File: src/hw/fswc_consts.svh
// Offsets, field positions and reset values of the self-write controller
`ifndef FSWC_CONSTS_SVH
`define FSWC_CONSTS_SVH
`define FSWC_OFS_TP_LOW   8'h00
`define FSWC_OFS_TP_HIGH  8'h04
`define FSWC_OFS_TP_UPPER 8'h08
`define FSWC_OFS_LATCH    8'h0C
`define FSWC_OFS_CTL      8'h10
`define FSWC_OFS_KEY      8'h14
`define FSWC_OFS_CORE     8'h18
`define FSWC_OFS_PRIO     8'h1C
`define FSWC_OFS_FLAGS    8'h20
`define FSWC_OFS_ENABLES  8'h24
`define FSWC_WORD_MASK    8'hFC
`define FSWC_CTL_PROG     7
`define FSWC_CTL_CFG      6
`define FSWC_CTL_FREE     4
`define FSWC_CTL_ABORT    3
`define FSWC_CTL_WRITE_ENABLE_BIT     2
`define FSWC_CTL_START    1
`define FSWC_CTL_MASK     8'hD4
`define FSWC_UPPER_MASK   8'h3F
`define FSWC_UPPER_CFG    5
`define FSWC_CORE_ALLOW   7
`define FSWC_CORE_MASK    8'h80
`define FSWC_IRQ_BIT      4
`define FSWC_IRQ_MASK     8'h10
`define FSWC_KEY_FIRST    8'h55
`define FSWC_KEY_SECOND   8'hAA
`define FSWC_RST_BYTE     8'h00
`define FSWC_RESP_OKAY    2'h0
`define FSWC_RESP_SLVERR  2'h2
`endif

File: src/hw/fswc_pkg.sv
// Types shared by the self-write controller modules
package fswc_pkg;
   typedef logic [7:0] fswc_byte_t;
   typedef logic [7:0] fswc_addr_t;
   typedef enum logic [1:0] {
      FSWC_KEY_IDLE  = 2'h0,
      FSWC_KEY_HALF  = 2'h1,
      FSWC_KEY_ARMED = 2'h3
   } fswc_key_st_t;
   typedef enum logic [1:0] {
      FSWC_SEQ_IDLE = 2'h0,
      FSWC_SEQ_RUN  = 2'h1,
      FSWC_SEQ_END  = 2'h3
   } fswc_seq_st_t;
endpackage

File: src/hw/fswc_wr_if.sv
// Register write events passed from the bus slave to the key tracker
`timescale 1ns/1ps
`default_nettype none
interface fswc_wr_if;
   logic             evt;
   logic             is_key;
   fswc_pkg::fswc_byte_t data;
   modport src (output evt, output is_key, output data);
   modport snk (input evt, input is_key, input data);
endinterface
`default_nettype wire

File: src/hw/fswc_unlock.sv
// Unlock key tracker: arms only on the two key values back to back
`timescale 1ns/1ps
`default_nettype none
`include "fswc_consts.svh"
module fswc_unlock (
   input  wire logic clk_sys,
   input  wire logic nrst,
   input  wire logic clr,
   fswc_wr_if.snk    wr,
   output var  logic armed
);
   import fswc_pkg::*;

   fswc_key_st_t st_ff;
   fswc_key_st_t nxt_st;

   // Any other write breaks the sequence, so a stray store disarms
   always_comb begin
      nxt_st = st_ff;
      if (clr) begin
         nxt_st = FSWC_KEY_IDLE;
      end else if (wr.evt) begin
         case (st_ff)
            FSWC_KEY_IDLE: begin
               if (wr.is_key && wr.data == `FSWC_KEY_FIRST)
                  nxt_st = FSWC_KEY_HALF;
            end
            FSWC_KEY_HALF: begin
               if (wr.is_key && wr.data == `FSWC_KEY_SECOND)
                  nxt_st = FSWC_KEY_ARMED;
               else if (wr.is_key && wr.data == `FSWC_KEY_FIRST)
                  nxt_st = FSWC_KEY_HALF;
               else
                  nxt_st = FSWC_KEY_IDLE;
            end
            FSWC_KEY_ARMED: begin
               if (wr.is_key && wr.data == `FSWC_KEY_FIRST)
                  nxt_st = FSWC_KEY_HALF;
               else
                  nxt_st = FSWC_KEY_IDLE;
            end
            default: nxt_st = FSWC_KEY_IDLE;
         endcase
      end
   end

   // State register
   always_ff @(posedge clk_sys) begin
      if (!nrst)
         st_ff <= FSWC_KEY_IDLE;
      else
         st_ff <= nxt_st;
   end

   assign armed = (st_ff == FSWC_KEY_ARMED);
endmodule
`default_nettype wire

File: src/hw/fswc_seq.sv
// Program cycle sequencer: runs until the array reports done or an abort arrives
`timescale 1ns/1ps
`default_nettype none
module fswc_seq (
   input  wire logic clk_sys,
   input  wire logic nrst,
   input  wire logic start,
   input  wire logic abort,
   input  wire logic flash_done,
   output var  logic busy,
   output var  logic done_pulse,
   output var  logic abort_pulse
);
   import fswc_pkg::*;

   fswc_seq_st_t st_ff;
   fswc_seq_st_t nxt_st;
   logic         abort_ff;
   logic         nxt_abort;

   // Abort only counts while a cycle is really under way
   always_comb begin
      nxt_st    = st_ff;
      nxt_abort = 1'b0;
      case (st_ff)
         FSWC_SEQ_IDLE: begin
            if (start && !abort)
               nxt_st = FSWC_SEQ_RUN;
         end
         FSWC_SEQ_RUN: begin
            if (abort) begin
               nxt_st    = FSWC_SEQ_IDLE;
               nxt_abort = 1'b1;
            end else if (flash_done) begin
               nxt_st = FSWC_SEQ_END;
            end
         end
         FSWC_SEQ_END: nxt_st = FSWC_SEQ_IDLE;
         default:      nxt_st = FSWC_SEQ_IDLE;
      endcase
   end

   // State registers
   always_ff @(posedge clk_sys) begin
      if (!nrst) begin
         st_ff    <= FSWC_SEQ_IDLE;
         abort_ff <= 1'b0;
      end else begin
         st_ff    <= nxt_st;
         abort_ff <= nxt_abort;
      end
   end

   assign busy        = (st_ff == FSWC_SEQ_RUN);
   assign done_pulse  = (st_ff == FSWC_SEQ_END);
   assign abort_pulse = abort_ff;
endmodule
`default_nettype wire

File: src/hw/fswc_top.sv
// Flash self-write controller with AXI4-Lite register slave
// What this block and its software must do
// Start needs key 0x55 then 0xAA written to the key port just before.
// Valid start begins programming and stalls the processor until done.
// Program space set and config select clear targets program Flash.
// Start is ignored unless write enable is set.
// Software clears write enable after the cycle completes.
// Reset pin or watchdog reset during a cycle sets the aborted flag.
// Table pointer bit 21 steers accesses to configuration space.
// Table pointer is upper 20:16, high 15:8, low 7:0 bytes.
// Unimplemented bits of the registers read back as zero.
// Software may read back and compare programmed data.
// After power loss or reset, software verifies and reprograms.
// Software keeps the pointer within the holding block before start.
// Software masks interrupts around the key writes and start.
// Any other register write between key steps cancels the unlock.
`timescale 1ns/1ps
`default_nettype none
`include "fswc_consts.svh"
module fswc_top (
   input  wire logic                 clk_sys,
   input  wire logic                 nrst,
   input  wire logic                 s_axi_awvalid,
   output var  logic                 s_axi_awready,
   input  wire fswc_pkg::fswc_addr_t s_axi_awaddr,
   input  wire logic                 s_axi_wvalid,
   output var  logic                 s_axi_wready,
   input  wire logic [31:0]          s_axi_wdata,
   input  wire logic [3:0]           s_axi_wstrb,
   output var  logic                 s_axi_bvalid,
   input  wire logic                 s_axi_bready,
   output var  logic [1:0]           s_axi_bresp,
   input  wire logic                 s_axi_arvalid,
   output var  logic                 s_axi_arready,
   input  wire fswc_pkg::fswc_addr_t s_axi_araddr,
   output var  logic                 s_axi_rvalid,
   input  wire logic                 s_axi_rready,
   output var  logic [31:0]          s_axi_rdata,
   output var  logic [1:0]           s_axi_rresp,
   input  wire logic                 external_reset_pin,
   input  wire logic                 watchdog_timeout,
   input  wire logic                 flash_done,
   output var  logic                 flash_start,
   output var  logic                 flash_abort,
   output var  logic [20:0]          flash_addr,
   output var  logic                 flash_cfg_access,
   output var  logic                 flash_prog_access,
   output var  logic                 flash_row_erase,
   output var  fswc_pkg::fswc_byte_t flash_data,
   output var  logic                 cpu_stall,
   output var  logic                 global_irq_allow,
   output var  logic                 nvm_done_priority,
   output var  logic                 irq
);
   import fswc_pkg::*;

   fswc_wr_if wr_bus ();

   // Bus slave state
   logic       aw_full_ff, nxt_aw_full;
   logic       w_full_ff, nxt_w_full;
   fswc_addr_t waddr_ff, nxt_waddr;
   fswc_byte_t wdata_ff, nxt_wdata;
   logic       wstrb_ff, nxt_wstrb;
   logic       bvalid_ff, nxt_bvalid;
   logic [1:0] bresp_ff, nxt_bresp;
   logic       rvalid_ff, nxt_rvalid;
   logic [31:0] rdata_ff, nxt_rdata;
   logic [1:0] rresp_ff, nxt_rresp;

   // Register file state
   fswc_byte_t tp_low_ff, nxt_tp_low;
   fswc_byte_t tp_high_ff, nxt_tp_high;
   fswc_byte_t tp_upper_ff, nxt_tp_upper;
   fswc_byte_t latch_ff, nxt_latch;
   fswc_byte_t ctl_ff, nxt_ctl;
   fswc_byte_t core_ff, nxt_core;
   fswc_byte_t prio_ff, nxt_prio;
   fswc_byte_t flags_ff, nxt_flags;
   fswc_byte_t enables_ff, nxt_enables;
   logic       start_ff, nxt_start;

   logic       wr_fire;
   logic       wr_ok;
   fswc_addr_t wword;
   fswc_addr_t rword;
   logic       rd_hit;
   fswc_byte_t rd_byte;
   logic       key_armed;
   logic       start_go;
   logic       ext_rst;
   logic       busy;
   logic       done_pulse;
   logic       abort_pulse;

   // Write fires once address and data are both held and no reply waits
   assign wr_fire = aw_full_ff && w_full_ff && !bvalid_ff;
   assign wword   = waddr_ff & `FSWC_WORD_MASK;
   assign rword   = s_axi_araddr & `FSWC_WORD_MASK;
   assign ext_rst = external_reset_pin || watchdog_timeout;

   // Decode of the held write address
   always_comb begin
      case (wword)
         `FSWC_OFS_TP_LOW, `FSWC_OFS_TP_HIGH, `FSWC_OFS_TP_UPPER,
         `FSWC_OFS_LATCH, `FSWC_OFS_CTL, `FSWC_OFS_KEY,
         `FSWC_OFS_CORE, `FSWC_OFS_PRIO, `FSWC_OFS_FLAGS,
         `FSWC_OFS_ENABLES: wr_ok = 1'b1;
         default:           wr_ok = 1'b0;
      endcase
   end

   // Every register write with byte lane 0 strobed is shown to the key tracker
   assign wr_bus.evt    = wr_fire && wr_ok && wstrb_ff;
   assign wr_bus.is_key = (wword == `FSWC_OFS_KEY);
   assign wr_bus.data   = wdata_ff;

   fswc_unlock u_unlock (
      .clk_sys (clk_sys),
      .nrst    (nrst),
      .clr     (ext_rst),
      .wr      (wr_bus),
      .armed   (key_armed)
   );

   // Start needs the key armed, enable already set and kept set, idle
   assign start_go = wr_bus.evt && (wword == `FSWC_OFS_CTL)
                     && wdata_ff[`FSWC_CTL_START]
                     && key_armed
                     && ctl_ff[`FSWC_CTL_WRITE_ENABLE_BIT]
                     && wdata_ff[`FSWC_CTL_WRITE_ENABLE_BIT]
                     && !busy && !ext_rst;

   fswc_seq u_seq (
      .clk_sys     (clk_sys),
      .nrst        (nrst),
      .start       (start_ff),
      .abort       (ext_rst),
      .flash_done  (flash_done),
      .busy        (busy),
      .done_pulse  (done_pulse),
      .abort_pulse (abort_pulse)
   );

   // Read mux; hidden bits are masked off so they read as zero
   always_comb begin
      rd_hit  = 1'b1;
      rd_byte = `FSWC_RST_BYTE;
      case (rword)
         `FSWC_OFS_TP_LOW:   rd_byte = tp_low_ff;
         `FSWC_OFS_TP_HIGH:  rd_byte = tp_high_ff;
         `FSWC_OFS_TP_UPPER: rd_byte = tp_upper_ff & `FSWC_UPPER_MASK;
         `FSWC_OFS_LATCH:    rd_byte = latch_ff;
         `FSWC_OFS_CTL: begin
            rd_byte = ctl_ff & `FSWC_CTL_MASK;
            rd_byte[`FSWC_CTL_ABORT] = ctl_ff[`FSWC_CTL_ABORT];
            rd_byte[`FSWC_CTL_START] = busy || start_ff;
         end
         `FSWC_OFS_KEY:      rd_byte = `FSWC_RST_BYTE;
         `FSWC_OFS_CORE:     rd_byte = core_ff & `FSWC_CORE_MASK;
         `FSWC_OFS_PRIO:     rd_byte = prio_ff & `FSWC_IRQ_MASK;
         `FSWC_OFS_FLAGS:    rd_byte = flags_ff & `FSWC_IRQ_MASK;
         `FSWC_OFS_ENABLES:  rd_byte = enables_ff & `FSWC_IRQ_MASK;
         default:            rd_hit = 1'b0;
      endcase
   end

   // Bus channel next values; reply answers a write one cycle after fire
   always_comb begin
      nxt_aw_full = aw_full_ff;
      nxt_w_full  = w_full_ff;
      nxt_waddr   = waddr_ff;
      nxt_wdata   = wdata_ff;
      nxt_wstrb   = wstrb_ff;
      nxt_bvalid  = bvalid_ff;
      nxt_bresp   = bresp_ff;
      nxt_rvalid  = rvalid_ff;
      nxt_rdata   = rdata_ff;
      nxt_rresp   = rresp_ff;
      if (s_axi_awvalid && !aw_full_ff) begin
         nxt_aw_full = 1'b1;
         nxt_waddr   = s_axi_awaddr;
      end
      if (s_axi_wvalid && !w_full_ff) begin
         nxt_w_full = 1'b1;
         nxt_wdata  = s_axi_wdata[7:0];
         nxt_wstrb  = s_axi_wstrb[0];
      end
      if (bvalid_ff && s_axi_bready)
         nxt_bvalid = 1'b0;
      if (wr_fire) begin
         nxt_aw_full = 1'b0;
         nxt_w_full  = 1'b0;
         nxt_bvalid  = 1'b1;
         nxt_bresp   = wr_ok ? `FSWC_RESP_OKAY : `FSWC_RESP_SLVERR;
      end
      if (rvalid_ff && s_axi_rready)
         nxt_rvalid = 1'b0;
      if (s_axi_arvalid && !rvalid_ff) begin
         nxt_rvalid = 1'b1;
         nxt_rdata  = {24'h000000, rd_byte};
         nxt_rresp  = rd_hit ? `FSWC_RESP_OKAY : `FSWC_RESP_SLVERR;
      end
   end

   // Bus channel registers
   always_ff @(posedge clk_sys) begin
      if (!nrst) begin
         aw_full_ff <= 1'b0;
         w_full_ff  <= 1'b0;
         waddr_ff   <= `FSWC_RST_BYTE;
         wdata_ff   <= `FSWC_RST_BYTE;
         wstrb_ff   <= 1'b0;
         bvalid_ff  <= 1'b0;
         bresp_ff   <= `FSWC_RESP_OKAY;
         rvalid_ff  <= 1'b0;
         rdata_ff   <= 32'h00000000;
         rresp_ff   <= `FSWC_RESP_OKAY;
      end else begin
         aw_full_ff <= nxt_aw_full;
         w_full_ff  <= nxt_w_full;
         waddr_ff   <= nxt_waddr;
         wdata_ff   <= nxt_wdata;
         wstrb_ff   <= nxt_wstrb;
         bvalid_ff  <= nxt_bvalid;
         bresp_ff   <= nxt_bresp;
         rvalid_ff  <= nxt_rvalid;
         rdata_ff   <= nxt_rdata;
         rresp_ff   <= nxt_rresp;
      end
   end

   // Register next values; hardware sets win over software clears
   always_comb begin
      nxt_tp_low   = tp_low_ff;
      nxt_tp_high  = tp_high_ff;
      nxt_tp_upper = tp_upper_ff;
      nxt_latch    = latch_ff;
      nxt_ctl      = ctl_ff;
      nxt_core     = core_ff;
      nxt_prio     = prio_ff;
      nxt_flags    = flags_ff;
      nxt_enables  = enables_ff;
      nxt_start    = start_go;
      if (wr_bus.evt) begin
         case (wword)
            `FSWC_OFS_TP_LOW:   nxt_tp_low = wdata_ff;
            `FSWC_OFS_TP_HIGH:  nxt_tp_high = wdata_ff;
            `FSWC_OFS_TP_UPPER: nxt_tp_upper = wdata_ff & `FSWC_UPPER_MASK;
            `FSWC_OFS_LATCH:    nxt_latch = wdata_ff;
            `FSWC_OFS_CTL: begin
               nxt_ctl = wdata_ff & `FSWC_CTL_MASK;
               // Abort flag is only cleared by software, never set
               nxt_ctl[`FSWC_CTL_ABORT] = ctl_ff[`FSWC_CTL_ABORT]
                                          && wdata_ff[`FSWC_CTL_ABORT];
            end
            `FSWC_OFS_CORE:     nxt_core = wdata_ff & `FSWC_CORE_MASK;
            `FSWC_OFS_PRIO:     nxt_prio = wdata_ff & `FSWC_IRQ_MASK;
            `FSWC_OFS_FLAGS:    nxt_flags = flags_ff & ~wdata_ff;
            `FSWC_OFS_ENABLES:  nxt_enables = wdata_ff & `FSWC_IRQ_MASK;
            default:            nxt_ctl = ctl_ff;
         endcase
      end
      if (done_pulse)
         nxt_flags[`FSWC_IRQ_BIT] = 1'b1;
      // Outside reset clears control but keeps the evidence of the loss
      if (ext_rst) begin
         nxt_ctl = `FSWC_RST_BYTE;
         nxt_ctl[`FSWC_CTL_ABORT] = ctl_ff[`FSWC_CTL_ABORT];
      end
      if (abort_pulse)
         nxt_ctl[`FSWC_CTL_ABORT] = 1'b1;
   end

   // Register file
   always_ff @(posedge clk_sys) begin
      if (!nrst) begin
         tp_low_ff   <= `FSWC_RST_BYTE;
         tp_high_ff  <= `FSWC_RST_BYTE;
         tp_upper_ff <= `FSWC_RST_BYTE;
         latch_ff    <= `FSWC_RST_BYTE;
         ctl_ff      <= `FSWC_RST_BYTE;
         core_ff     <= `FSWC_RST_BYTE;
         prio_ff     <= `FSWC_RST_BYTE;
         flags_ff    <= `FSWC_RST_BYTE;
         enables_ff  <= `FSWC_RST_BYTE;
         start_ff    <= 1'b0;
      end else begin
         tp_low_ff   <= nxt_tp_low;
         tp_high_ff  <= nxt_tp_high;
         tp_upper_ff <= nxt_tp_upper;
         latch_ff    <= nxt_latch;
         ctl_ff      <= nxt_ctl;
         core_ff     <= nxt_core;
         prio_ff     <= nxt_prio;
         flags_ff    <= nxt_flags;
         enables_ff  <= nxt_enables;
         start_ff    <= nxt_start;
      end
   end

   // Flash side; stall covers the start cycle too so no fetch slips in
   assign flash_addr        = {tp_upper_ff[4:0], tp_high_ff, tp_low_ff};
   assign flash_cfg_access  = ctl_ff[`FSWC_CTL_CFG]
                              || tp_upper_ff[`FSWC_UPPER_CFG];
   assign flash_prog_access = ctl_ff[`FSWC_CTL_PROG]
                              && !flash_cfg_access;
   assign flash_row_erase   = ctl_ff[`FSWC_CTL_FREE];
   assign flash_data        = latch_ff;
   assign flash_start       = start_ff;
   assign flash_abort       = abort_pulse;
   assign cpu_stall         = start_ff || busy;

   // Interrupt and bus outputs
   assign global_irq_allow  = core_ff[`FSWC_CORE_ALLOW];
   assign nvm_done_priority = prio_ff[`FSWC_IRQ_BIT];
   assign irq               = |(flags_ff & enables_ff & `FSWC_IRQ_MASK);
   assign s_axi_awready     = !aw_full_ff;
   assign s_axi_wready      = !w_full_ff;
   assign s_axi_bvalid      = bvalid_ff;
   assign s_axi_bresp       = bresp_ff;
   assign s_axi_arready     = !rvalid_ff;
   assign s_axi_rvalid      = rvalid_ff;
   assign s_axi_rdata       = rdata_ff;
   assign s_axi_rresp       = rresp_ff;
endmodule
`default_nettype wire

File: config.mk
export PLATFORM = sky130hd
export DESIGN_NAME = fswc_top
export DESIGN_NICKNAME = d
export VERILOG_FILES = /design/src/hw/fswc_pkg.sv /design/src/hw/fswc_wr_if.sv /design/src/hw/fswc_unlock.sv /design/src/hw/fswc_seq.sv /design/src/hw/fswc_top.sv
export VERILOG_INCLUDE_DIRS = /design/src /design/src/hw
export SDC_FILE = /design/constraint.sdc
export NUM_CORES = 1
export LEC_CHECK = 0
export ABC_AREA = 0
export BUFFER_PORTS_ARGS = -buffer_cell sky130_fd_sc_hd__buf_2
export CAP_MARGIN = 20
export CELL_PAD_IN_SITES_DETAIL_PLACEMENT = 1
export CELL_PAD_IN_SITES_GLOBAL_PLACEMENT = 1
export CORE_MARGIN = 4
export CORE_UTILIZATION = 38
export DETAILED_ROUTE_END_ITERATION = 16
export PLACE_DENSITY_LB_ADDON = 0.08
export SYNTH_ARGS = -nofsm -noshare
export SYNTH_HDL_FRONTEND = slang
export SYNTH_SLANG_ARGS = --single-unit
File: constraint.sdc
create_clock -name clk_sys -period 4.6 [get_ports clk_sys]
set_input_delay 1.38 -clock clk_sys [delete_from_list [all_inputs] [get_ports clk_sys]]
set_output_delay 1.38 -clock clk_sys [all_outputs]
set_load 0.1 [all_outputs]
==> flow_metrics.tcl <==
set metrics [dict create \
    outcome "finished, final reports clean" \
    critPathMaxFanout 3 \
    nNetsFinal 509 \
    cp_slowest_cell "buf_2" \
    htreeDepth 3 \
    timing_hold_violations_final 0 \
    min-delay-path-class "reg2reg" \
    dp_hpwl_um 7150 \
    start_kind "register" \
    path_depth 3 \
    finalSetupViolations 0 \
    skew_ns 0.00744 \
    grt.busiest_layer "met2" \
    cts_resized 0 \
    via_per_inst 5.11 \
    io_buffers 83 \
    row_count 34 \
    die_area_sq_um 10800 \
    die_w_um 104 \
    yosysTopAreaCellShare_pct 42.3 \
    grt_use_met2_pct 29.2 \
    ant_nets 0 \
    fin_crit_ns 2.95 \
    synth-seq-area-share_pct 42.3 \
    reg2reg_slack_ns 2.32 \
    n_antenna_cell 0 \
    dr_total_vias 2864 \
    grtUsageTotal_pct 18.1 \
    syn_area_per_cell_sq_um 9.19 \
    critical_path_buf_inv_count 1 \
    rsz0062_at_grt "no" \
    cts_tree "done" \
    power_density_nw_per_um2 372 \
    synthFlopType "dfxtp_1" \
    wl_per_cell_um 17.2 \
    slew_headroom_pct 50.7 \
    max_cap_violations 0 \
    post_cts_buffers 0 \
    synth_area_sq_um 3500 \
    grt_max_degree 60 \
    clkLatencyLatePin_ns 0.35 \
    gr-usage-met3_pct 3.54 \
    path_class "reg2out" \
    holdBufCountCts 0 \
    worstSetupEndpoint "flash_prog_access" \
    fillers 1065 \
    whs_path_depth 2 \
    cp_cell_sequence "or2_2 -> nor2_1 -> buf_2" \
    antenna_found_initial 0 \
    drv_slew 0 \
    synthTopCellsByCount "74 x dfxtp_1, 44 x nand2_1, 31 x buf_4, 30 x nor2b_1, 28 x mux2i_1" \
    cts_made_buffers 9 \
    p_leak_nw 1.86 \
    layout-drive-gt1-share_pct 25.7 \
    met1_usage_pct 24.1 \
    netlist-cell-type-count 52 \
    routed_wl_um 9650 \
    tns_ns 0 \
    hold-worst-slack_ns 0.437 \
    gp_congestion 0.776 \
    vdd_ir_drop_max_mv 0.166 \
    netlist_instances 381 \
    cts_buffer_depth 2 \
    post-synth-top-area-cell "dfxtp_1" \
    r2r_start "waddr_ff[7]" \
    crit_start "tp_upper_ff[5]" \
    critPathTopFamily "simple AND/OR/NAND/NOR gates" \
    drtIter0Drc 100 \
    cts-root-buf "clkbuf_8" \
    remaining_drc_errors 0 \
    cp.required_ns 3.22 \
    postSynth.asyncResetShare_pct 0 \
    start_util_pct 39.6 \
    overflow 0 \
    area_growth_pct 16.4 \
    yosys_warnings 0 \
    ios 141 \
    cts_sinks 74 \
    synth_edf_count 0 \
    grt_pass1_vias 2983 \
    yosysMostFrequentCell "dfxtp_1" \
    r2r-end "tp_high_ff[4]" \
    die_h_um 104 \
    arrival_ns 1.57 \
    max_stage_delay_ns 0.44 \
    grt_pass1_wl_um 15700 \
    fmax_mhz 339 \
    synth-seq-cells 74 \
    cp-end-kind "output pin" \
    finalCritPeriodShare_pct 64.2 \
    worst_pin_slew_ns 0.732 \
    firstDrtPassIters 4 \
    rr_worst_depth 4 \
    path_clk_slew_ns 0.08 \
    fp.coreArea_sq_um 8850 \
    synthTopCellsByArea "dfxtp_1 42%, mux2i_1 8.0%, buf_4 6.6%" \
]
-- tightest hold or removal path: cells and delay by family (launching register included) --
kind          cells  cell delay (ns)
flops             1             0.31
simple gates      2             0.09
-- registers in the layout (all words and copies together) (netlist names) --
name	flops
aw_full_ff	1
core_ff	1
ctl_ff	5
enables_ff	1
flags_ff	1
flash_data	8
flash_start	1
prio_ff	1
s_axi_bresp	1
s_axi_bvalid	1
s_axi_rdata	8
s_axi_rresp	1
s_axi_rvalid	1
tp_high_ff	8
tp_low_ff	8
tp_upper_ff	6
u_seq.abort_pulse	1
u_seq.st_ff	2
u_unlock.st_ff	2
w_full_ff	1
waddr_ff	6
wdata_ff	8
wstrb_ff	1
-- per-layer routing --
layer	vias up	share of wire, %
met2	71	46
met3	9	4.1
li1	1407	-
met1	1377	48
met5	-	0
met4	0	1.4
-- per-stage QoR --
stage | instances | instance area, sq um | total power [mW] | utilization, % | worst slack (ns)
after floorplan | 406 | 3590 | 0.877 | - | 1.06
after global placement | 544 | 3820 | 0.897 | 43.2 | 1.67
after detailed placement | 544 | 3820 | 0.899 | 43.2 | 1.64
after CTS | 560 | 4080 | 1.53 | 46.1 | 1.60
after global routing | 560 | 4080 | 1.57 | 46.1 | 1.54
final | 560 | 4080 | 1.52 | 46.1 | 1.65
-- cells by family (layout without fill, tap and decap cells) --
logic type             Yosys count  in the layout  share of synthesized area, %
AND/OR/NAND/NOR                154            154                          24.3
flip-flops                      74             74                          42.3
buffers and inverters           60            106                          10.0
AO/OA/AOI/OAI                   55             55                          10.4
multiplexers                    37             37                          12.8
other                            1             26                         0.107
-- cell usage in the layout (no fill, tap or decap), drive strengths merged, types with 3 or more instances in the layout --
master  instances
a22oi           6
o21ai          22
nor4            5
nor2b          30
mux2i          28
mux4            6
conb           26
dfxtp          74
buf            84
a21oi           3
a21boi          9
bufinv          3
or4bb           3
nand4b          3
nor2           20
inv             6
nand3          20
nand2          44
clkbuf         11
nand2b          4
mux2            3
-- power breakdown --
part	switching (mW)	total, mW	internal (mW)
logic	0.175	0.213	0.0377
clock network	0.245	0.633	0.388
registers	0.0194	0.671	0.652
-- final cells by class --
type | count | area, sq um | area share, %
timing repair buffer | 84 | 423 | 10.4
clock buffer | 11 | 151 | 3.72
sequential | 74 | 1480 | 36.4
tap | 108 | 135 | 3.32
inverter | 6 | 22.5 | 0.553
multi-input combinational | 272 | 1760 | 43.2
clock inverter | 5 | 100 | 2.46
-- worst min-delay path by stage --
stage                    from              to  slack (ns)
2_1_floorplan  u_seq.st_ff[1]  u_seq.st_ff[0]        0.42
3_3_place_gp   s_axi_rdata[2]  s_axi_rdata[2]        0.42
3_5_place_dp   s_axi_rdata[2]  s_axi_rdata[2]        0.43
4_1_cts        s_axi_rdata[2]  s_axi_rdata[2]        0.44
5_1_grt        s_axi_rdata[7]  s_axi_rdata[7]        0.49
6_report       s_axi_rdata[2]  s_axi_rdata[2]        0.44
Power figures use the tool's default switching activity.
